**src/verilog/fault_pkg.sv**
```systemverilog
// Shared constants, types and alarm classification for the fault policy block
package fault_pkg;

	// ------------------------------------------------------------
	// Register offsets
	// ------------------------------------------------------------
	localparam logic [7:0] OFF_CTRL       = 8'h00;
	localparam logic [7:0] OFF_DELAY      = 8'h04;
	localparam logic [7:0] OFF_STATE      = 8'h08;
	localparam logic [7:0] OFF_IRQ_STATUS = 8'h0C;
	localparam logic [7:0] OFF_IRQ_ENABLE = 8'h10;
	localparam logic [7:0] OFF_IRQ_CLEAR  = 8'h14;
	localparam logic [7:0] OFF_ALARM      = 8'h18;

	// ------------------------------------------------------------
	// Types
	// ------------------------------------------------------------
	typedef enum logic [1:0] {
		POL_NORMAL       = 2'b00,
		POL_TRIP_RESET_A = 2'b01,
		POL_TRIP_RESET_B = 2'b10,
		POL_BYPASS       = 2'b11
	} policy_t;

	// Bits [6:4] out_sel, [3] bus_coast_en, [2] act_high, [1:0] policy
	typedef struct packed {
		logic [2:0] out_sel;
		logic       bus_coast_en;
		logic       act_high;
		policy_t    policy;
	} ctrl_t;

	typedef struct packed {
		logic        wr;
		logic        rd;
		logic [7:0]  addr;
		logic [31:0] wdata;
	} bus_req_t;

	typedef struct packed {
		logic trip;
		logic lock;
		logic em_trip;
		logic bypass;
	} alarm_class_t;

	// ------------------------------------------------------------
	// Reset values and widths
	// ------------------------------------------------------------
	localparam int          CTRL_W     = 7;
	localparam int          DELAY_W    = 16;
	localparam int          ALARM_W    = 7;
	localparam int          IRQ_W      = 5;
	localparam logic [6:0]  CTRL_RST   = 7'h04;
	localparam logic [15:0] DELAY_RST  = 16'h03E8;
	localparam logic [6:0]  ALARM_NONE = 7'h00;

	// Interrupt status bit positions
	localparam int IRQ_TRIP       = 0;
	localparam int IRQ_LOCK       = 1;
	localparam int IRQ_BYPASS     = 2;
	localparam int IRQ_WARN       = 3;
	localparam int IRQ_WAS_ACTIVE = 4;

	// ------------------------------------------------------------
	// Timing
	// ------------------------------------------------------------
	localparam int          CLK_PERIOD_NS = 10;
	localparam int          TICK_TIME_NS  = 1000000;
	localparam int          TICK_CYCLES   = TICK_TIME_NS / CLK_PERIOD_NS;
	localparam logic [7:0]  FLASH_HALF_MS = 8'hFA;
	localparam int          OUT_COUNT     = 4;

	// ------------------------------------------------------------
	// Alarm codes
	// ------------------------------------------------------------
	localparam logic [6:0] AL_LIVE_ZERO      = 7'h02;
	localparam logic [6:0] AL_MAINS_IMBAL    = 7'h04;
	localparam logic [6:0] AL_OVERVOLT       = 7'h07;
	localparam logic [6:0] AL_UNDERVOLT      = 7'h08;
	localparam logic [6:0] AL_INV_OVERLOAD   = 7'h09;
	localparam logic [6:0] AL_MOT_OVERLOAD   = 7'h0A;
	localparam logic [6:0] AL_MOT_THERMISTOR = 7'h0B;
	localparam logic [6:0] AL_CURR_LIMIT     = 7'h0C;
	localparam logic [6:0] AL_OVERCURRENT    = 7'h0D;
	localparam logic [6:0] AL_GROUND_LEAK    = 7'h0E;
	localparam logic [6:0] AL_AUX_SUPPLY     = 7'h0F;
	localparam logic [6:0] AL_OUTPUT_SHORT   = 7'h10;
	localparam logic [6:0] AL_SERIAL_TIMEOUT = 7'h11;
	localparam logic [6:0] AL_FAST_TIMEOUT   = 7'h12;
	localparam logic [6:0] AL_AUTOTUNE       = 7'h16;
	localparam logic [6:0] AL_HEATSINK       = 7'h1D;
	localparam logic [6:0] AL_PHASE_U        = 7'h1E;
	localparam logic [6:0] AL_PHASE_V        = 7'h1F;
	localparam logic [6:0] AL_PHASE_W        = 7'h20;
	localparam logic [6:0] AL_FAST_COMM      = 7'h22;
	localparam logic [6:0] AL_GATE           = 7'h25;
	localparam logic [6:0] AL_SAFETY_STOP    = 7'h3C;
	localparam logic [6:0] AL_LOW_CURRENT    = 7'h3F;
	localparam logic [6:0] AL_WAS_ACTIVE     = 7'h50;
	localparam logic [6:0] AL_UNKNOWN        = 7'h63;

	// Trip, lock, emergency trip-and-reset, bypass per alarm code
	function automatic alarm_class_t classify(input logic [6:0] code);
		alarm_class_t c;
		unique case (code)
			AL_OVERCURRENT, AL_GROUND_LEAK, AL_AUX_SUPPLY, AL_OUTPUT_SHORT, AL_GATE:
				c = '{trip: 1'b1, lock: 1'b1, em_trip: 1'b1, bypass: 1'b1};
			AL_MAINS_IMBAL, AL_HEATSINK:
				c = '{trip: 1'b1, lock: 1'b1, em_trip: 1'b0, bypass: 1'b1};
			AL_LIVE_ZERO, AL_OVERVOLT, AL_UNDERVOLT, AL_INV_OVERLOAD, AL_MOT_OVERLOAD,
			AL_MOT_THERMISTOR, AL_CURR_LIMIT, AL_SERIAL_TIMEOUT, AL_FAST_TIMEOUT,
			AL_AUTOTUNE, AL_PHASE_U, AL_PHASE_V, AL_PHASE_W, AL_FAST_COMM,
			AL_SAFETY_STOP, AL_LOW_CURRENT, AL_WAS_ACTIVE:
				c = '{trip: 1'b1, lock: 1'b0, em_trip: 1'b0, bypass: 1'b0};
			default:
				c = '{trip: 1'b1, lock: 1'b1, em_trip: 1'b0, bypass: 1'b0};
		endcase
		return c;
	endfunction : classify

endpackage : fault_pkg

```
**src/verilog/bypass_delay.sv**
```systemverilog
// Millisecond tick divider and programmable bypass delay counter
`timescale 1ns/100ps
module bypass_delay #(
	parameter int TICK_CYCLES = fault_pkg::TICK_CYCLES
) (
	input  wire logic                         clock,
	input  wire logic                         rstn,
	input  wire logic                         start,
	input  wire logic                         clear,
	input  wire logic [fault_pkg::DELAY_W-1:0] delay_ms,
	output logic                              tick_q,
	output logic                              done_q
);

	logic [31:0]                       div_q,  div_d;
	logic                              tick_d;
	logic                              run_q,  run_d;
	logic                              done_d;
	logic [fault_pkg::DELAY_W-1:0]     cnt_q,  cnt_d;

	always_comb begin
		tick_d = (div_q == 32'(TICK_CYCLES - 1));
		div_d  = tick_d ? 32'h0000_0000 : div_q + 32'h0000_0001;
		run_d  = run_q;
		cnt_d  = cnt_q;
		done_d = done_q;
		if (clear) begin
			run_d  = 1'b0;
			done_d = 1'b0;
		end else if (start && !run_q && !done_q) begin
			run_d = 1'b1;
			cnt_d = delay_ms;
		end else if (run_q && (cnt_q == '0)) begin
			run_d  = 1'b0;
			done_d = 1'b1;
		end else if (run_q && tick_q) begin
			cnt_d = cnt_q - 16'h0001;
		end
	end

	always_ff @(posedge clock or negedge rstn) begin
		if (!rstn) begin
			div_q  <= 32'h0000_0000;
			tick_q <= 1'b0;
			run_q  <= 1'b0;
			done_q <= 1'b0;
			cnt_q  <= 16'h0000;
		end else begin
			div_q  <= div_d;
			tick_q <= tick_d;
			run_q  <= run_d;
			done_q <= done_d;
			cnt_q  <= cnt_d;
		end
	end

endmodule : bypass_delay

```
**src/verilog/emergency_run_fault_policy.sv**
```systemverilog
// Fault trip/lock policy with emergency-run, auto reset and delayed bypass output
`timescale 1ns/100ps

module emergency_run_fault_policy #(
	parameter int TICK_CYCLES = fault_pkg::TICK_CYCLES
) (
	input  wire logic                         clock,
	input  wire logic                         rstn,
	input  wire fault_pkg::bus_req_t          bus,
	output logic [31:0]                       rdata_q,
	input  wire logic                         alarm_valid,
	input  wire logic [fault_pkg::ALARM_W-1:0] alarm_code,
	input  wire logic                         reset_cmd,
	input  wire logic                         bus_coast,
	input  wire logic                         limit_exceeded,
	input  wire logic                         emergency_pin,
	input  wire logic                         coast_inhibit_pin,
	input  wire logic                         relay_fitted_pin,
	input  wire logic                         service_mem_pin,
	output logic                              trip_q,
	output logic                              lock_q,
	output logic [fault_pkg::ALARM_W-1:0]     active_alarm_q,
	output logic                              coast_q,
	output logic                              em_active_q,
	output logic [fault_pkg::OUT_COUNT-1:0]   digital_out_q,
	output logic [fault_pkg::OUT_COUNT-1:0]   relay_out_q,
	output logic                              warn_flash_q,
	output logic                              service_mem_q,
	output logic                              irq_q
);

	// ------------------------------------------------------------
	// Pin synchronisers
	// ------------------------------------------------------------
	// Bit 0 emergency, 1 coast inhibit, 2 relay fitted, 3 service memory
	logic [3:0] sync1_q;
	logic [3:0] sync2_q;

	always_ff @(posedge clock or negedge rstn) begin
		if (!rstn) begin
			sync1_q <= 4'h0;
			sync2_q <= 4'h0;
		end else begin
			sync1_q <= {service_mem_pin, relay_fitted_pin, coast_inhibit_pin, emergency_pin};
			sync2_q <= sync1_q;
		end
	end

	// ------------------------------------------------------------
	// State
	// ------------------------------------------------------------
	fault_pkg::ctrl_t                 ctrl_q,   ctrl_d;
	logic [fault_pkg::DELAY_W-1:0]    delay_q,  delay_d;
	logic [fault_pkg::IRQ_W-1:0]      irq_st_q, irq_st_d;
	logic [fault_pkg::IRQ_W-1:0]      irq_en_q, irq_en_d;
	logic [31:0]                      rdata_d;
	logic                             irq_d;
	logic                             trip_d,   lock_d;
	logic [fault_pkg::ALARM_W-1:0]    active_alarm_d;
	logic                             coast_d,  em_active_d;
	logic [fault_pkg::OUT_COUNT-1:0]  digital_out_d, relay_out_d;
	logic                             warn_flash_d;
	logic                             bypass_q, bypass_d;
	logic                             warn_q,   warn_d;
	logic                             pend_q,   pend_d;
	logic [7:0]                       flash_q,  flash_d;

	// Combinational helpers
	fault_pkg::alarm_class_t          cls;
	logic [fault_pkg::ALARM_W-1:0]    code_eff;
	logic                             take;
	logic                             activated;
	logic                             em_fall;
	logic                             trip_reset_mode;
	logic                             start_delay;
	logic                             clear_delay;
	logic                             delay_done;
	logic                             tick;
	logic [fault_pkg::IRQ_W-1:0]      irq_ev;
	logic [fault_pkg::OUT_COUNT-1:0]  onehot;

	// ------------------------------------------------------------
	// Bypass delay
	// ------------------------------------------------------------
	bypass_delay #(
		.TICK_CYCLES (TICK_CYCLES)
	) u_delay (
		.clock    (clock),
		.rstn     (rstn),
		.start    (start_delay),
		.clear    (clear_delay),
		.delay_ms (delay_q),
		.tick_q   (tick),
		.done_q   (delay_done)
	);

	// ------------------------------------------------------------
	// Policy next state
	// ------------------------------------------------------------
	always_comb begin
		// Coast from the bus counts only when the bus is allowed as a source
		coast_d   = !sync2_q[1] || (ctrl_q.bus_coast_en && bus_coast);
		activated = ctrl_q.act_high ? sync2_q[0] : !sync2_q[0];
		em_active_d = (ctrl_q.policy != fault_pkg::POL_NORMAL) && activated && !coast_d;
		em_fall   = em_active_q && !em_active_d;
		trip_reset_mode = (ctrl_q.policy == fault_pkg::POL_TRIP_RESET_A)
			|| (ctrl_q.policy == fault_pkg::POL_TRIP_RESET_B);

		// An external alarm has priority; the was-active alarm waits until no external alarm is valid
		take     = alarm_valid || pend_q;
		code_eff = alarm_valid ? alarm_code : fault_pkg::AL_WAS_ACTIVE;
		pend_d   = (pend_q && alarm_valid) || em_fall;
		cls      = fault_pkg::classify(code_eff);

		trip_d         = trip_q;
		lock_d         = lock_q;
		active_alarm_d = active_alarm_q;
		start_delay    = 1'b0;

		// Clears first so that a new alarm in the same cycle wins
		if (reset_cmd && !lock_q) begin
			trip_d         = 1'b0;
			active_alarm_d = fault_pkg::ALARM_NONE;
		end
		if (em_active_q && trip_reset_mode && trip_q) begin
			trip_d         = 1'b0;
			active_alarm_d = fault_pkg::ALARM_NONE;
		end

		if (take) begin
			if (!em_active_q) begin
				trip_d         = trip_d || cls.trip;
				lock_d         = lock_q || cls.lock;
				active_alarm_d = code_eff;
			end else if (ctrl_q.policy == fault_pkg::POL_BYPASS) begin
				if (cls.bypass) begin
					trip_d         = 1'b1;
					active_alarm_d = code_eff;
					start_delay    = 1'b1;
				end
			end else if (cls.em_trip) begin
				trip_d         = 1'b1;
				active_alarm_d = code_eff;
			end
		end

		// Bypass holds until the emergency ends or a manual reset is given while not locked
		clear_delay = !em_active_q || (reset_cmd && !lock_q);
		bypass_d    = !clear_delay && (bypass_q || delay_done);

		// Bypass routing: selections 0-3 digital, 4-7 relay if fitted
		onehot        = 4'h1 << ctrl_q.out_sel[1:0];
		digital_out_d = (bypass_d && !ctrl_q.out_sel[2]) ? onehot : 4'h0;
		relay_out_d   = (bypass_d && ctrl_q.out_sel[2] && sync2_q[2]) ? onehot : 4'h0;

		// Service flag comes back from non-volatile storage after power-up
		warn_d = warn_q || (em_active_q && limit_exceeded) || sync2_q[3];
		flash_d      = flash_q;
		warn_flash_d = warn_flash_q;
		if (!warn_q) begin
			flash_d      = 8'h00;
			warn_flash_d = 1'b0;
		end else if (tick) begin
			if (flash_q == fault_pkg::FLASH_HALF_MS - 8'h01) begin
				flash_d      = 8'h00;
				warn_flash_d = !warn_flash_q;
			end else begin
				flash_d = flash_q + 8'h01;
			end
		end else if (!warn_flash_q && (flash_q == 8'h00)) begin
			warn_flash_d = 1'b1;
		end
	end

	// ------------------------------------------------------------
	// Register bus and interrupts
	// ------------------------------------------------------------
	always_comb begin
		ctrl_d   = ctrl_q;
		delay_d  = delay_q;
		irq_en_d = irq_en_q;
		irq_ev   = '0;
		irq_ev[fault_pkg::IRQ_TRIP]       = trip_d && !trip_q;
		irq_ev[fault_pkg::IRQ_LOCK]       = lock_d && !lock_q;
		irq_ev[fault_pkg::IRQ_BYPASS]     = bypass_d && !bypass_q;
		irq_ev[fault_pkg::IRQ_WARN]       = warn_d && !warn_q;
		irq_ev[fault_pkg::IRQ_WAS_ACTIVE] = em_fall;
		irq_st_d = irq_st_q;
		if (bus.wr) begin
			unique case (bus.addr)
				fault_pkg::OFF_CTRL:       ctrl_d   = bus.wdata[fault_pkg::CTRL_W-1:0];
				fault_pkg::OFF_DELAY:      delay_d  = bus.wdata[fault_pkg::DELAY_W-1:0];
				fault_pkg::OFF_IRQ_ENABLE: irq_en_d = bus.wdata[fault_pkg::IRQ_W-1:0];
				fault_pkg::OFF_IRQ_CLEAR:  irq_st_d = irq_st_q & ~bus.wdata[fault_pkg::IRQ_W-1:0];
				default: ;
			endcase
		end
		// New events win over a clear in the same cycle
		irq_st_d = irq_st_d | irq_ev;
		irq_d    = |(irq_st_q & irq_en_q);

		rdata_d = 32'h0000_0000;
		if (bus.rd) begin
			unique case (bus.addr)
				fault_pkg::OFF_CTRL:       rdata_d = {25'h000_0000, ctrl_q};
				fault_pkg::OFF_DELAY:      rdata_d = {16'h0000, delay_q};
				fault_pkg::OFF_STATE:      rdata_d = {26'h000_0000, bypass_q, warn_q,
					em_active_q, coast_q, lock_q, trip_q};
				fault_pkg::OFF_IRQ_STATUS: rdata_d = {27'h000_0000, irq_st_q};
				fault_pkg::OFF_IRQ_ENABLE: rdata_d = {27'h000_0000, irq_en_q};
				fault_pkg::OFF_ALARM:      rdata_d = {25'h000_0000, active_alarm_q};
				default:                   rdata_d = 32'h0000_0000;
			endcase
		end
	end

	// ------------------------------------------------------------
	// Registers
	// ------------------------------------------------------------
	always_ff @(posedge clock or negedge rstn) begin
		if (!rstn) begin
			ctrl_q         <= fault_pkg::CTRL_RST;
			delay_q        <= fault_pkg::DELAY_RST;
			irq_st_q       <= '0;
			irq_en_q       <= '0;
			rdata_q        <= 32'h0000_0000;
			irq_q          <= 1'b0;
			trip_q         <= 1'b0;
			lock_q         <= 1'b0;
			active_alarm_q <= fault_pkg::ALARM_NONE;
			coast_q        <= 1'b0;
			em_active_q    <= 1'b0;
			digital_out_q  <= 4'h0;
			relay_out_q    <= 4'h0;
			warn_flash_q   <= 1'b0;
			service_mem_q  <= 1'b0;
			bypass_q       <= 1'b0;
			warn_q         <= 1'b0;
			pend_q         <= 1'b0;
			flash_q        <= 8'h00;
		end else begin
			ctrl_q         <= ctrl_d;
			delay_q        <= delay_d;
			irq_st_q       <= irq_st_d;
			irq_en_q       <= irq_en_d;
			rdata_q        <= rdata_d;
			irq_q          <= irq_d;
			trip_q         <= trip_d;
			lock_q         <= lock_d;
			active_alarm_q <= active_alarm_d;
			coast_q        <= coast_d;
			em_active_q    <= em_active_d;
			digital_out_q  <= digital_out_d;
			relay_out_q    <= relay_out_d;
			warn_flash_q   <= warn_flash_d;
			service_mem_q  <= warn_d;
			bypass_q       <= bypass_d;
			warn_q         <= warn_d;
			pend_q         <= pend_d;
			flash_q        <= flash_d;
		end
	end

endmodule : emergency_run_fault_policy

```
**config.mk**
```make
export PLATFORM = sky130hd
export DESIGN_NAME = emergency_run_fault_policy
export DESIGN_NICKNAME = d
export VERILOG_FILES = /design/src/verilog/fault_pkg.sv /design/src/verilog/bypass_delay.sv /design/src/verilog/emergency_run_fault_policy.sv
export SDC_FILE = /design/constraint.sdc
export NUM_CORES = 1
export LEC_CHECK = 0
export BUFFER_PORTS_ARGS = -buffer_cell sky130_fd_sc_hd__buf_4
export CAP_MARGIN = 15
export CORE_ASPECT_RATIO = 0.9
export CORE_MARGIN = 2
export CORE_UTILIZATION = 30
export DETAILED_ROUTE_END_ITERATION = 7
export GPL_TIMING_DRIVEN = 0
export PLACE_DENSITY = 0.58
export SLEW_MARGIN = 20
export SYNTH_ARGS = -nofsm -noshare
export SYNTH_HDL_FRONTEND = slang
export SYNTH_SLANG_ARGS = --single-unit
```
**constraint.sdc**
```tcl
create_clock -name clock -period 4.4 [get_ports clock]
set_clock_uncertainty 0.05 [all_clocks]
set_input_delay 0.88 -clock clock [delete_from_list [all_inputs] [get_ports clock]]
set_output_delay 0.88 -clock clock [all_outputs]
set_load 0.02 [all_outputs]
```
==> results of run 1 <==
metrics by stage:
| step | std cells | area [um^2] | util (%) | setup WS [ps] | hold WS, ps |
|---|---|---|---|---|---|
| floorplan | 640 | 6817 | - | 1594 | 281.2 |
| global placement | 1014 | 7766 | 34.80 | 1203 | 284.4 |
| detailed placement | 1015 | 7801 | 34.96 | 1114 | 290.2 |
| CTS | 1046 | 8396 | 37.62 | 1552 | 303.9 |
| global route | 1046 | 8396 | 37.62 | 1361 | 306.5 |
| finish | 1046 | 8396 | 37.62 | 1600 | 300.3 |
layout make-up:
type,instances,area share [%]
Sequential cell,140,41.83
Clock buffer,21,5.723
Buffer,41,3.055
Multi-Input combinational cell,442,35.54
Tap cell,297,4.426
Timing Repair Buffer,78,7.303
Inverter,17,0.7601
Clock inverter,10,1.356
power breakdown:
| group | total, mW | switching, mW | internal, mW |
|---|---|---|---|
| clock | 1.44 | 0.547 | 0.889 |
| sequential | 1.35 | 0.0295 | 1.32 |
| combinational | 0.188 | 0.105 | 0.0829 |
| total | 2.98 | 0.682 | 2.29 |
layer usage:
metal	wire length [um]	global-route usage (%)	vias to the layer above	part of all wire, %
met4	81	4.027	0	0.48
met5	0	0	-	0
li1	-	-	2457	-
met2	8030	23.51	93	48
met1	7961	20.53	2470	47
met3	755	3.295	10	4.5
cells in the mapped netlist, types with 4 or more instances:
cell	number
sky130_fd_sc_hd__nand2b_1	10
sky130_fd_sc_hd__clkbuf_1	15
sky130_fd_sc_hd__inv_1	17
sky130_fd_sc_hd__nor3_1	20
sky130_fd_sc_hd__xor2_1	15
sky130_fd_sc_hd__mux2_2	29
sky130_fd_sc_hd__o21ai_0	11
sky130_fd_sc_hd__nor2_1	50
sky130_fd_sc_hd__a221oi_1	5
sky130_fd_sc_hd__a21oi_1	6
sky130_fd_sc_hd__o2bb2ai_1	15
sky130_fd_sc_hd__ha_1	7
sky130_fd_sc_hd__nor2b_1	8
sky130_fd_sc_hd__xnor2_1	17
sky130_fd_sc_hd__a22o_1	4
sky130_fd_sc_hd__buf_2	4
sky130_fd_sc_hd__nand2_1	56
sky130_fd_sc_hd__or3_1	5
sky130_fd_sc_hd__o22ai_1	14
sky130_fd_sc_hd__nand3_1	22
sky130_fd_sc_hd__mux2i_1	23
sky130_fd_sc_hd__dfrtp_1	133
sky130_fd_sc_hd__and3_1	19
sky130_fd_sc_hd__dfstp_2	7
sky130_fd_sc_hd__buf_4	17
sky130_fd_sc_hd__nand4_1	12
sky130_fd_sc_hd__a21boi_0	5
sky130_fd_sc_hd__nor4_1	13
flip-flops by register name, indices dropped and copies added (netlist names), 4 cells and up:
| name | count |
|---|---|
| irq_st_q | 5 |
| delay_q | 16 |
| digital_out_q | 4 |
| active_alarm_q | 7 |
| relay_out_q | 4 |
| flash_q | 8 |
| ctrl_q | 7 |
| sync1_q | 4 |
| u_delay.div_q | 32 |
| u_delay.cnt_q | 16 |
| irq_en_q | 5 |
| rdata_q | 16 |
| sync2_q | 4 |
final timing paths:
| kind | endpoint | cells after the start |
|---|---|---|
| min | sync2_q[3] | 0 |
| max reg2reg | u_delay.cnt_q[1] | 8 |
| max | delay_q[2] | 7 |
| min reg2reg | sync2_q[3] | 0 |
| min in group asynchronous | u_delay.cnt_q[14] | 1 |
| max in group asynchronous | ctrl_q[2] | 2 |
logic make-up after synthesis:
logic type	share of synthesized area, %
buffers and inverters	4.738
other	0.05547
adders and majority gates	1.296
xor gates and xnor gates	4.146
AOI/OAI and AO/OA	11.55
DFF	51.95
muxes	8.458
and+or+nand+nor	17.81
worst reg2reg max path, cell delays in order (launching register included):
cell	delay, ps
sky130_fd_sc_hd__dfrtp_1	390
sky130_fd_sc_hd__inv_1	100
sky130_fd_sc_hd__ha_1	200
sky130_fd_sc_hd__nor3b_1	550
sky130_fd_sc_hd__and4_1	340
sky130_fd_sc_hd__a21oi_2	150
sky130_fd_sc_hd__nor2_1	310
sky130_fd_sc_hd__buf_2	330
sky130_fd_sc_hd__mux2i_1	210
==> results.md, run 1 <==
Run status:
- The flow ran to the end, and the final reports show no timing, DRC or antenna violations.

Clock network:
- The clock root buffer is sky130_fd_sc_hd__clkbuf_16.
- The H-tree was split into 4 levels.
- The number of buffers added to fix hold violations after cts is 0.
- In this run, post-CTS repair resized a total of 0 instances.
- Clock latency on the worst-skew pair, taken at its later pin, is 430 ps.
- In this run the deepest clock path goes through 2 buffers.
- Counting every sink on the clock net gives 140.
- TritonCTS built the clock tree.
- After clock tree synthesis, the clock-pin slew on the worst setup and hold paths is 60 ps.
- The number of CTS-inserted buffers is 17.
- The setup fix buffers added after clock tree synthesis is 0.

Floorplan:
- The die width is 162.2 um.
- Once the floorplan was initialized, standard cells occupied 30.29% of the core.
- The die is 146.4 um tall.
- The cell row count is 52.
- The core region is 22320 um^2.
- The boundary pin count is 113.
- The area enclosed by the die boundary is 23750 um^2.

Worst setup path:
- The largest fanout of any net on the critical path is 10.
- The critical path in this run is classified as in2reg.
- STA classifies the critical path startpoint as an input pin.
- The cell family contributing the most delay on the critical path is simple AND/OR/NAND/NOR gates.
- The worst register-to-register path has a setup slack of 1690 ps.
- At the worst endpoint, the arrival time is 3060 ps.
- Among all stages on the critical path, the largest delay is contributed by sky130_fd_sc_hd__nor4_1.
- The worst endpoint required time is 4650 ps.
- The critical path launch point is bus[37].
- The startpoint identified for the worst register-to-register timing path is u_delay.cnt_q[0].
- The kind of end point of the critical path is a flop.
- In this design, the stage delay of the slowest critical-path cell is 570 ps.
- The critical path contains buffers and inverters numbering 3 combined.
- The signal on the critical path passes through buf_4 -> nor4_1 -> and3_1 -> buf_2 -> nand2_1 -> clkbuf_1 -> mux2_2.

Synthesis:
- Summing the sequential cell areas from Yosys gives 51.95% of the chip area.
- The biggest area consumer among synthesized cells is sky130_fd_sc_hd__dfrtp_1.
- Ranked by total cell area, the synthesized netlist is headed by sky130_fd_sc_hd__dfrtp_1 49%, sky130_fd_sc_hd__mux2_2 4.8%, sky130_fd_sc_hd__mux2i_1 3.4%, sky130_fd_sc_hd__nand2_1 3.1%, sky130_fd_sc_hd__nor2_1 2.8%.
- The most frequently used flop master after synthesis is sky130_fd_sc_hd__dfrtp_1.
- After synthesis, the share of flip-flops with an asynchronous set or reset is 100.0%.
- The number of flip-flops and latches in the synthesized netlist is 140.
- The fraction of synthesized cell area taken by the top area cell type is 49.23%.
- Yosys mapped a number of flops with a built-in enable equal to 0.
- The average cell area after synthesis is 10.82 um^2.
- The cell area after technology mapping is 6760 um^2.
- During synthesis, Yosys emitted a total of 0 warnings.
- The post-synthesis instance total is 625.
- Yosys mapped the design onto 71 distinct sky130hd cell types.

Cells and area:
- The post-route netlist has 24.17% of its cells at a drive strength greater than 1.
- Summing all multi-input logic gate instances after layout gives 2984 um^2.
- The repair_antennas step left the layout with diodes totalling 0.
- Leaving out fill and tap cells, the most frequent cells in the layout are 133 x sky130_fd_sc_hd__dfrtp_1, 93 x sky130_fd_sc_hd__buf_4, 56 x sky130_fd_sc_hd__nand2_1, 50 x sky130_fd_sc_hd__nor2_1, 29 x sky130_fd_sc_hd__mux2_2.
- From synthesis to final layout, the design area changed by 24.19%.
- Across the whole layout, storage elements account for 3512 um^2.
- The library cell used most frequently in the layout, excluding fill and tap cells, is sky130_fd_sc_hd__dfrtp_1.
- The number of fill cells in the layout is 2226.
- For this run, the post-layout net count is 803.

Drt:
- The number of DRC markers in iteration 0 is 365.
- The count of vias placed by the detailed router is 5030.
- For this run, the detailed router's first-pass iteration total came to 4.
- The detailed-route DRC error count is 0.
- The number of nets with antenna violations after routing is 0.
- After detailed routing, the number of vias per cell comes to 4.809.
- After detailed routing, the average wire length per cell comes to 16.09 um.
- The wire length after detailed routing is 16830 um.

Timing:
- For the pin with the worst max-slew slack, the measured transition is 1037 ps.
- Setup repair after global routing left no endpoint under its margin.
- The final count of pins violating max slew came to 0.
- The smallest clock period supported by the final layout is computed as 2800 ps.
- The highest achievable clock rate is 0.3571 GHz.
- Setup violations remaining at the end of the flow were counted as 0.
- In the finished design, the share of the clock period the worst path needs comes to 63.64%.
- Headroom to the max-slew limit came out at 30.02%.
- In the final timing run, aggregate negative setup slack is 0 ps.
- The final hold violation count is 0.

Power and ir drop:
- IR analysis of the VDD net gives a maximum drop of 0.2226 mV.
- The leakage dissipation is 3.917 nW.
- The total power is 2.977 mW.
- Dividing total power by cell area gives a power density of 354.5 nW/um^2.

Placed design:
- The weighted congestion at the end of routability-driven global placement is 0.8235.
- The wire-length estimate of the detail-placed layout is 12240 um.
- The number of I/O port buffers is 77.

Global route:
- The number of antenna violations at the first check in global routing is 0.
- Entering global routing, the biggest net connects 91 pins.
- The number of global-route vias before repair came to 4995.
- The total overflow left after global routing is 0.
- The global-route wire length before repair is 27390 um.
- Global routing used 14.84% of the available tracks across all layers.

Run:
- The tool flagged a number of max-cap violations equal to 0.

Hold path:
- The classification of the worst-slack hold path is reg2reg.
- In this run the most critical hold path is launched from sync1_q[3].
Note: power is estimated with default switching activity, not from simulation.
==> run 2: changes to the inputs <==
--- a/config.mk
+++ b/config.mk
@@ -12,7 +12,7 @@
 export CORE_UTILIZATION = 30
 export DETAILED_ROUTE_END_ITERATION = 7
 export GPL_TIMING_DRIVEN = 0
-export PLACE_DENSITY = 0.58
+export PLACE_DENSITY = 0.6
 export SLEW_MARGIN = 20
 export SYNTH_ARGS = -nofsm -noshare
 export SYNTH_HDL_FRONTEND = slang
==> constraint.sdc (replaced) <==
create_clock -name clock -period 2.4 [get_ports clock]
set_clock_uncertainty 0.05 [all_clocks]
set_input_delay 0.48 -clock clock [delete_from_list [all_inputs] [get_ports clock]]
set_output_delay 0.48 -clock clock [all_outputs]
set_load 0.02 [all_outputs]
==> results.md, run 2 (synthesis results as in run 1) <==
Floorplan:
- The die width is 162.2 um (unchanged).
- The effective utilization at floorplan is 30.29% (unchanged).
- The placeable core region came to 22320 um^2 (unchanged).
- The boundary pin count is 113 (unchanged).
- The cell row count is 52 (unchanged).
- The y dimension of the die is 146.4 um (unchanged).
- The area enclosed by the die boundary is 23750 um^2 (unchanged).

Timing:
- The max-slew headroom at the worst pin is 34.37% (+4.3 points).
- The highest achievable clock rate is 0.4353 GHz.
- After layout, the worst path uses 95.72% of the clock period.
- The final-report setup violation count is 0 (unchanged).
- The final count of pins violating max slew is 0 (unchanged).
- The actual transition at the worst max-transition pin is 976.4 ps (-60.20 ps).
- The final hold violation count is 0 (unchanged).
- Setup repair after global routing could not meet its margin everywhere.
- The final critical path time including I/O delays and setup is 2297 ps.

Drt:
- The wire length after detailed routing is 16880 um (+0.29%).
- The number of nets with antenna violations after routing is 0 (unchanged).
- The number of vias per cell was 4.884 (+1.6%).
- The number of iterations in the first detailed-routing pass is 4 (unchanged).
- The detailed-route DRC error count is 0 (unchanged).
- The number of DRC markers in iteration 0 is 294 (-19%).
- The count of vias placed by the detailed router is 5118 (+1.7%).
- The routed length per placed instance is 16.10 um (about the same).

Clock network:
- The clock slew seen by the registers of the worst setup and hold paths is 60 ps (about the same).
- The setup fix buffers added after clock tree synthesis is 0 (unchanged).
- The tree is rooted in a sky130_fd_sc_hd__clkbuf_16.
- The clock latency reported for the late side of the worst-skew pair is 420 ps (about the same).
- The number of clock sinks is 140 (unchanged).
- The worst-case clock buffer depth came to 2 (unchanged).
- The number of CTS-inserted buffers is 17 (unchanged).
- The H-tree level count is 4 (unchanged).
- The TritonCTS clock tree is yes.

Hold path:
- The endpoint of the worst hold path is sync1_q[3].
- The worst hold path begins at service_mem_pin.
- The depth of the worst hold-timing path is 1 (+1).
- The min-delay analysis places its worst path in the category in2reg.

Global route:
- The global-route wire length before repair is 27690 um (+1.1%).
- The sum of overflow across all layers after global routing is 0 (unchanged).
- The number of antenna violations at the first check in global routing is 0 (unchanged).
- The total routing usage reported by global routing is 14.84% (about the same).
- The number of global-route vias before repair is 5166 (+3.4%).
- The maximum number of pins on one net before global-route repair is 95 (+4.4%).

Worst setup path:
- The arrival time reported for the critical path endpoint is 2550 ps (-510 ps).
- The worst endpoint required time was 2650 ps (-2000 ps).
- In this run the worst setup path begins at alarm_code[0].
- The kind of end point of the critical path is a flop.
- In this run the critical register-to-register path is launched from u_delay.cnt_q[0].
- The worst setup path is of the in2reg kind.
- The endpoint identified for the worst register-to-register timing path is u_delay.cnt_q[10].
- The largest fanout of any net on the critical path came to 10 (unchanged).
- STA classifies the critical path startpoint as an input pin.
- The number of cells on the worst reg-to-reg path is 8 (unchanged).
- The register-to-register setup slack is 120 ps (-1570 ps).

Placed design:
- The weighted congestion at the end of routability-driven global placement came to 0.8089 (-1.8%).
- The total placed instance area came to 7801 um^2 (unchanged).
- The post-DP HPWL is 12210 um (-0.22%).
- The number of placed instances with taps included came to 1015 (unchanged).
- The number of I/O port buffers was 77 (unchanged).

Cells and area:
- The final core area utilization came to 38.20% (+0.58 points).
- The final non-filler cell total was 1048 (+0.19%).
- The layout-stage area growth over the synthesis result is 26.12%.
- The most common cell after layout, fill and taps aside is sky130_fd_sc_hd__dfrtp_1.
- The final design area excluding fillers is 8526 um^2 (+1.5%).
- The net total in the final layout is 804 (+0.12%).
- The number of flip-flops in the largest register was 32 (unchanged).
- The most flop-heavy register is u_delay.div_q.
- The share of final-layout standard cells stronger than drive strength 1 was 24.90% (+0.73 points).
- The number of fill cells in the layout was 2196 (-1.3%).
- The antenna diode count was 0 (unchanged).
- The library cells used most frequently in the layout, excluding fill and tap cells, are 133 x sky130_fd_sc_hd__dfrtp_1, 93 x sky130_fd_sc_hd__buf_4, 56 x sky130_fd_sc_hd__nand2_1, 49 x sky130_fd_sc_hd__nor2_1, 29 x sky130_fd_sc_hd__mux2_2.

Power and ir drop:
- The total power came to 5.798 mW (+95%).
- The areal power density over the cells came to 680.1 nW/um^2 (+92%).
- The leakage dissipation came to 3.969 nW (+1.3%).
- The worst supply voltage drop on vdd came to 0.3562 mV (+60%).

Run status:
- The run finished with clean final reports.

Run:
- The number of max-cap violations is 0 (unchanged).
-- run 2: cell count changes in the layout (fill, tap and decap cells not counted), moves of 2 or more --
cell / change
sky130_fd_sc_hd__bufinv_16: +3
sky130_fd_sc_hd__clkinv_2: -3
sky130_fd_sc_hd__nor4_1: -2
sky130_fd_sc_hd__nor4_2: +2
-- run 2: worst max path at each step --
| stage | endpoint | slack [ps] | cells after the start |
|---|---|---|---|
| detailed placement | delay_q[2] | -380 | 7 |
| CTS | u_delay.cnt_q[1] | -20 | 8 |
| floorplan | u_delay.cnt_q[13] | 40 | 7 |
| global route | u_delay.cnt_q[9] | -40 | 8 |
| global placement | delay_q[10] | -340 | 7 |
| finish | u_delay.cnt_q[9] | 100 | 8 |
-- run 2: cell type report --
| cell class | count | area, um^2 | share of cell area [%] |
|---|---|---|---|
| plain buffers | 41 | 261.5 | 3.067 |
| inverters | 17 | 63.81 | 0.7485 |
| clock inverters | 9 | 181.4 | 2.128 |
| clock buffers | 23 | 488.0 | 5.724 |
| multi-input cells | 442 | 3024 | 35.47 |
| flip-flops and latches | 140 | 3512 | 41.19 |
| repair buffers | 79 | 623.1 | 7.308 |
| well taps | 297 | 371.6 | 4.359 |
-- run 2: timing repair --
action | CTS | global route
setup endpoints to repair | 13 | 36
resized for setup | 3 | 9
hold buffers | 1 | 0
endpoints found under the hold margin | 42 | 0
-- run 2: stage by stage --
step / setup TNS [ps] / hold WS [ps] / setup WS, ps
after global placement: -9754 / 285.3 / -335.5
after CTS: -27.19 / 100.8 / -19.47
after floorplan: 0 / 134.4 / 38.65
after detailed placement: -9984 / 285.5 / -380.0
after global routing: -46.34 / 97.98 / -36.12
final: 0 / 118.3 / 102.8
-- run 2: routing by layer --
metal | share of wire, % | track usage [%] | vias to the layer above | wire [um]
li1 | - | - | 2460 | -
met1 | 46 | 19.66 | 2551 | 7790
met2 | 49 | 24.66 | 98 | 8268
met3 | 4.2 | 3.892 | 9 | 704
met4 | 0.66 | 2.832 | 0 | 112
met5 | 0 | 0 | - | 0
-- run 2: worst max-delay path, cell delays in order --
cell and delay (ps):
sky130_fd_sc_hd__buf_4 80, sky130_fd_sc_hd__clkbuf_1 320, sky130_fd_sc_hd__nand3_1 170, sky130_fd_sc_hd__a2111o_1 480, sky130_fd_sc_hd__a311oi_2 390, sky130_fd_sc_hd__buf_6 200, sky130_fd_sc_hd__o22ai_1 90, sky130_fd_sc_hd__a221o_1 320
-- run 2: where the power goes --
| group | total (mW) | internal, mW | switching [mW] |
|---|---|---|---|
| combinational | 0.351 | 0.154 | 0.197 |
| sequential | 2.48 | 2.42 | 0.0563 |
| clock | 2.97 | 1.96 | 1.01 |
==> run 3: changes to the inputs <==
--- a/config.mk
+++ b/config.mk
@@ -7,7 +7,6 @@
 export LEC_CHECK = 0
 export BUFFER_PORTS_ARGS = -buffer_cell sky130_fd_sc_hd__buf_4
 export CAP_MARGIN = 15
-export CORE_ASPECT_RATIO = 0.9
 export CORE_MARGIN = 2
 export CORE_UTILIZATION = 30
 export DETAILED_ROUTE_END_ITERATION = 7
==> constraint.sdc (replaced) <==
create_clock -name clock -period 2.4 [get_ports clock]
set_clock_uncertainty 0.05 [all_clocks]
set_input_delay 0.48 -clock clock [delete_from_list [all_inputs] [get_ports clock]]
set_output_delay 0.48 -clock clock [all_outputs]
set_load 0.05 [all_outputs]
==> results.md, run 3 (synthesis results as in run 1) <==
Run:
- The number of max-cap violations is 0 (unchanged).

Worst setup path:
- STA classifies the critical path startpoint as a flop.
- The arrival time reported for the critical path endpoint was 2520 ps (-30 ps).
- The critical path in this run is classified as reg2reg.
- The worst endpoint required time is 2660 ps (about the same).
- The largest fanout of any net on the critical path is 10 (unchanged).
- The source of the worst register-to-register timing path is u_delay.cnt_q[0].
- The most critical setup path has its startpoint at u_delay.cnt_q[0].
- The kind of end point of the critical path is a flop.

Timing:
- The max-slew headroom at the worst pin is 35.64% (+1.3 points).
- The final hold violation count is 0 (unchanged).
- The actual transition at the worst max-transition pin is 957.5 ps (-18.92 ps).
- The share of the cycle needed by the critical path after routing was 94.09% (-1.6 points).
- The final count of pins violating max slew is 0 (unchanged).
- The final critical path time including I/O delays and setup came to 2258 ps (-39.13 ps).
- Setup repair after global routing left no endpoint under its margin.
- The final-report setup violation count came to 0 (unchanged).
- The highest achievable clock rate came to 0.4429 GHz (+1.7%).

Global route:
- The maximum number of pins on one net before global-route repair was 72 (-24%).
- The number of global-route vias before repair is 4960 (-4.0%).
- The global-route wire length before repair came to 27250 um (-1.6%).
- The sum of overflow across all layers after global routing came to 0 (unchanged).
- The total routing usage reported by global routing was 14.70% (-0.13 points).
- The number of antenna violations at the first check in global routing was 0 (unchanged).

Hold path:
- The classification of the worst-slack hold path is in2reg.
- The worst hold path begins at relay_fitted_pin.

Placed design:
- The number of I/O port buffers is 77 (unchanged).
- The post-DP HPWL is 12270 um (+0.54%).
- The weighted congestion at the end of routability-driven global placement came to 0.8252 (+2.0%).
- The number of placed instances with taps included is 998 (-1.7%).

Power and ir drop:
- The leakage dissipation came to 3.959 nW (-0.27%).
- The areal power density over the cells is 669.4 nW/um^2 (-1.6%).
- The power dissipated by switching net loads came to 1.322 mW (+4.9%).
- The total power is 5.666 mW (-2.3%).
- The part of the power in combinational logic is 7.4% (+1.3 points).
- The relative contribution of the clock network to total power came to 48.9% (-2.3 points).
- The power share of the sequential group was 43.8% (+1.0 points).
- The switching share of power is 23.33% (+1.6 points).
- The worst supply voltage drop on vdd is 0.3323 mV (-6.7%).
- The internal power summed over all cells came to 4.344 mW (-4.3%).

Floorplan:
- The die width is 154.1 um (-5.0%).
- The placeable core region is 21960 um^2 (-1.6%).
- The effective utilization at floorplan is 30.79% (+0.49 points).
- The y dimension of the die is 154.1 um (+5.3%).
- The boundary pin count was 113 (unchanged).
- The area enclosed by the die boundary is 23750 um^2 (about the same).
- The cell row count is 54 (+3.8%).

Clock network:
- The H-tree level count is 4 (unchanged).
- The tree is rooted in a sky130_fd_sc_hd__clkbuf_16.
- The number of clock sinks is 140 (unchanged).
- The number of CTS-inserted buffers is 17 (unchanged).
- The worst-case clock buffer depth is 2 (unchanged).
- The clock latency reported for the late side of the worst-skew pair is 430 ps (about the same).
- The setup fix buffers added after clock tree synthesis is 0 (unchanged).
- TritonCTS built the clock tree.
- The clock slew seen by the registers of the worst setup and hold paths is 70 ps (about the same).

Drt:
- The number of iterations in the first detailed-routing pass is 5 (+1).
- The count of vias placed by the detailed router is 5056 (-1.2%).
- The number of nets with antenna violations after routing was 0 (unchanged).
- The detailed-route DRC error count is 0 (unchanged).
- The number of vias per cell is 4.904 (+0.42%).
- The wire length after detailed routing came to 16850 um (-0.15%).
- The number of DRC markers in iteration 0 came to 312 (+6.1%).
- The routed length per placed instance is 16.34 um (+1.5%).

Cells and area:
- The library cells used most frequently in the layout, excluding fill and tap cells, are 133 x sky130_fd_sc_hd__dfrtp_1, 93 x sky130_fd_sc_hd__buf_4, 56 x sky130_fd_sc_hd__nand2_1, 49 x sky130_fd_sc_hd__nor2_1, 29 x sky130_fd_sc_hd__mux2_2.
- The most common cell after layout, fill and taps aside is sky130_fd_sc_hd__dfrtp_1.
- The most flop-heavy register is u_delay.div_q.
- Relative to the synthesized area, the layout overhead comes to 25.21%.
- The antenna diode count was 0 (unchanged).
- The share of final-layout standard cells stronger than drive strength 1 is 25.30% (+0.40 points).
- The net total in the final layout is 804 (unchanged).
- The number of flip-flops in the largest register is 32 (unchanged).
- The final non-filler cell total was 1031 (-1.6%).

Run status:
- The flow ran to the end, and the final reports show no timing, DRC or antenna violations.
## run 3: cell count changes in the layout (fill, tap and decap cells not counted), sizes merged
cell / delta
inv: -1
bufinv: -1
clkbuf: -2
clkinvlp: -2
clkinv: +6
## run 3: worst paths after layout
check,to,slack (ps),cells past startpoint
min reg2reg,sync2_q[1],300,0
max,u_delay.cnt_q[7],140,8
max in group asynchronous,delay_q[5],960,3
min in group asynchronous,rdata_q[0],560,2
max reg2reg,u_delay.cnt_q[7],140,8
min,sync1_q[2],100,1
## run 3: layout make-up
| type | count | area (um^2) |
|---|---|---|
| Tap cell | 280 | 350.3 |
| Clock inverter | 11 | 168.9 |
| Fill cell | 2169 | 13490 |
| Inverter | 17 | 63.81 |
| Multi-Input combinational cell | 442 | 3033 |
| Timing Repair Buffer | 79 | 623.1 |
| Sequential cell | 140 | 3512 |
| Buffer | 41 | 262.8 |
| Clock buffer | 21 | 450.4 |
## run 3: worst max-delay path: stages (launching register included)
cell,delay (ps)
sky130_fd_sc_hd__dfrtp_1,390
sky130_fd_sc_hd__inv_1,90
sky130_fd_sc_hd__ha_1,230
sky130_fd_sc_hd__nor3b_4,170
sky130_fd_sc_hd__and4_1,230
sky130_fd_sc_hd__a21oi_2,390
sky130_fd_sc_hd__clkbuf_2,330
sky130_fd_sc_hd__o22ai_1,140
sky130_fd_sc_hd__o2bb2ai_1,130
## run 3: routing by layer
metal	track usage (%)	wire length [um]	vias to the layer above	share of wire, %
met5	0	0	-	0
met4	4.673	93	0	0.55
met2	23.83	8401	96	50
li1	-	-	2474	-
met3	3.439	634	10	3.8
met1	19.51	7721	2476	46
## run 3: power groups by stage
stage,clock network (mW),logic [mW],registers [mW]
after global routing,2.92,0.454,2.49
after global placement,0,0.409,2.52
after floorplan,0,0.190,2.55
after CTS,2.83,0.422,2.48
after detailed placement,0,0.418,2.52
final,2.77,0.417,2.48
## run 3: what timing repair did
action	4_1_cts	5_1_grt
resized for setup	4	11
hold buffers	1	0
endpoints found under the hold margin	52	0
setup endpoints to repair	16	21
## run 3: metrics by stage
step / worst slack, ps / hold WS [ps] / TNS (ps) / instance area (um^2) / utilization, %
floorplan: 38.65 / 134.4 / 0 / 6817 / -
global placement: -327.8 / 284.3 / -9751 / 7745 / 35.27
detailed placement: -340.1 / 284.7 / -9811 / 7780 / 35.43
CTS: 2.844 / 90.95 / 0 / 8427 / 38.38
global route: 17.35 / 91.29 / 0 / 8464 / 38.55
finish: 141.9 / 104.6 / 0 / 8464 / 38.55
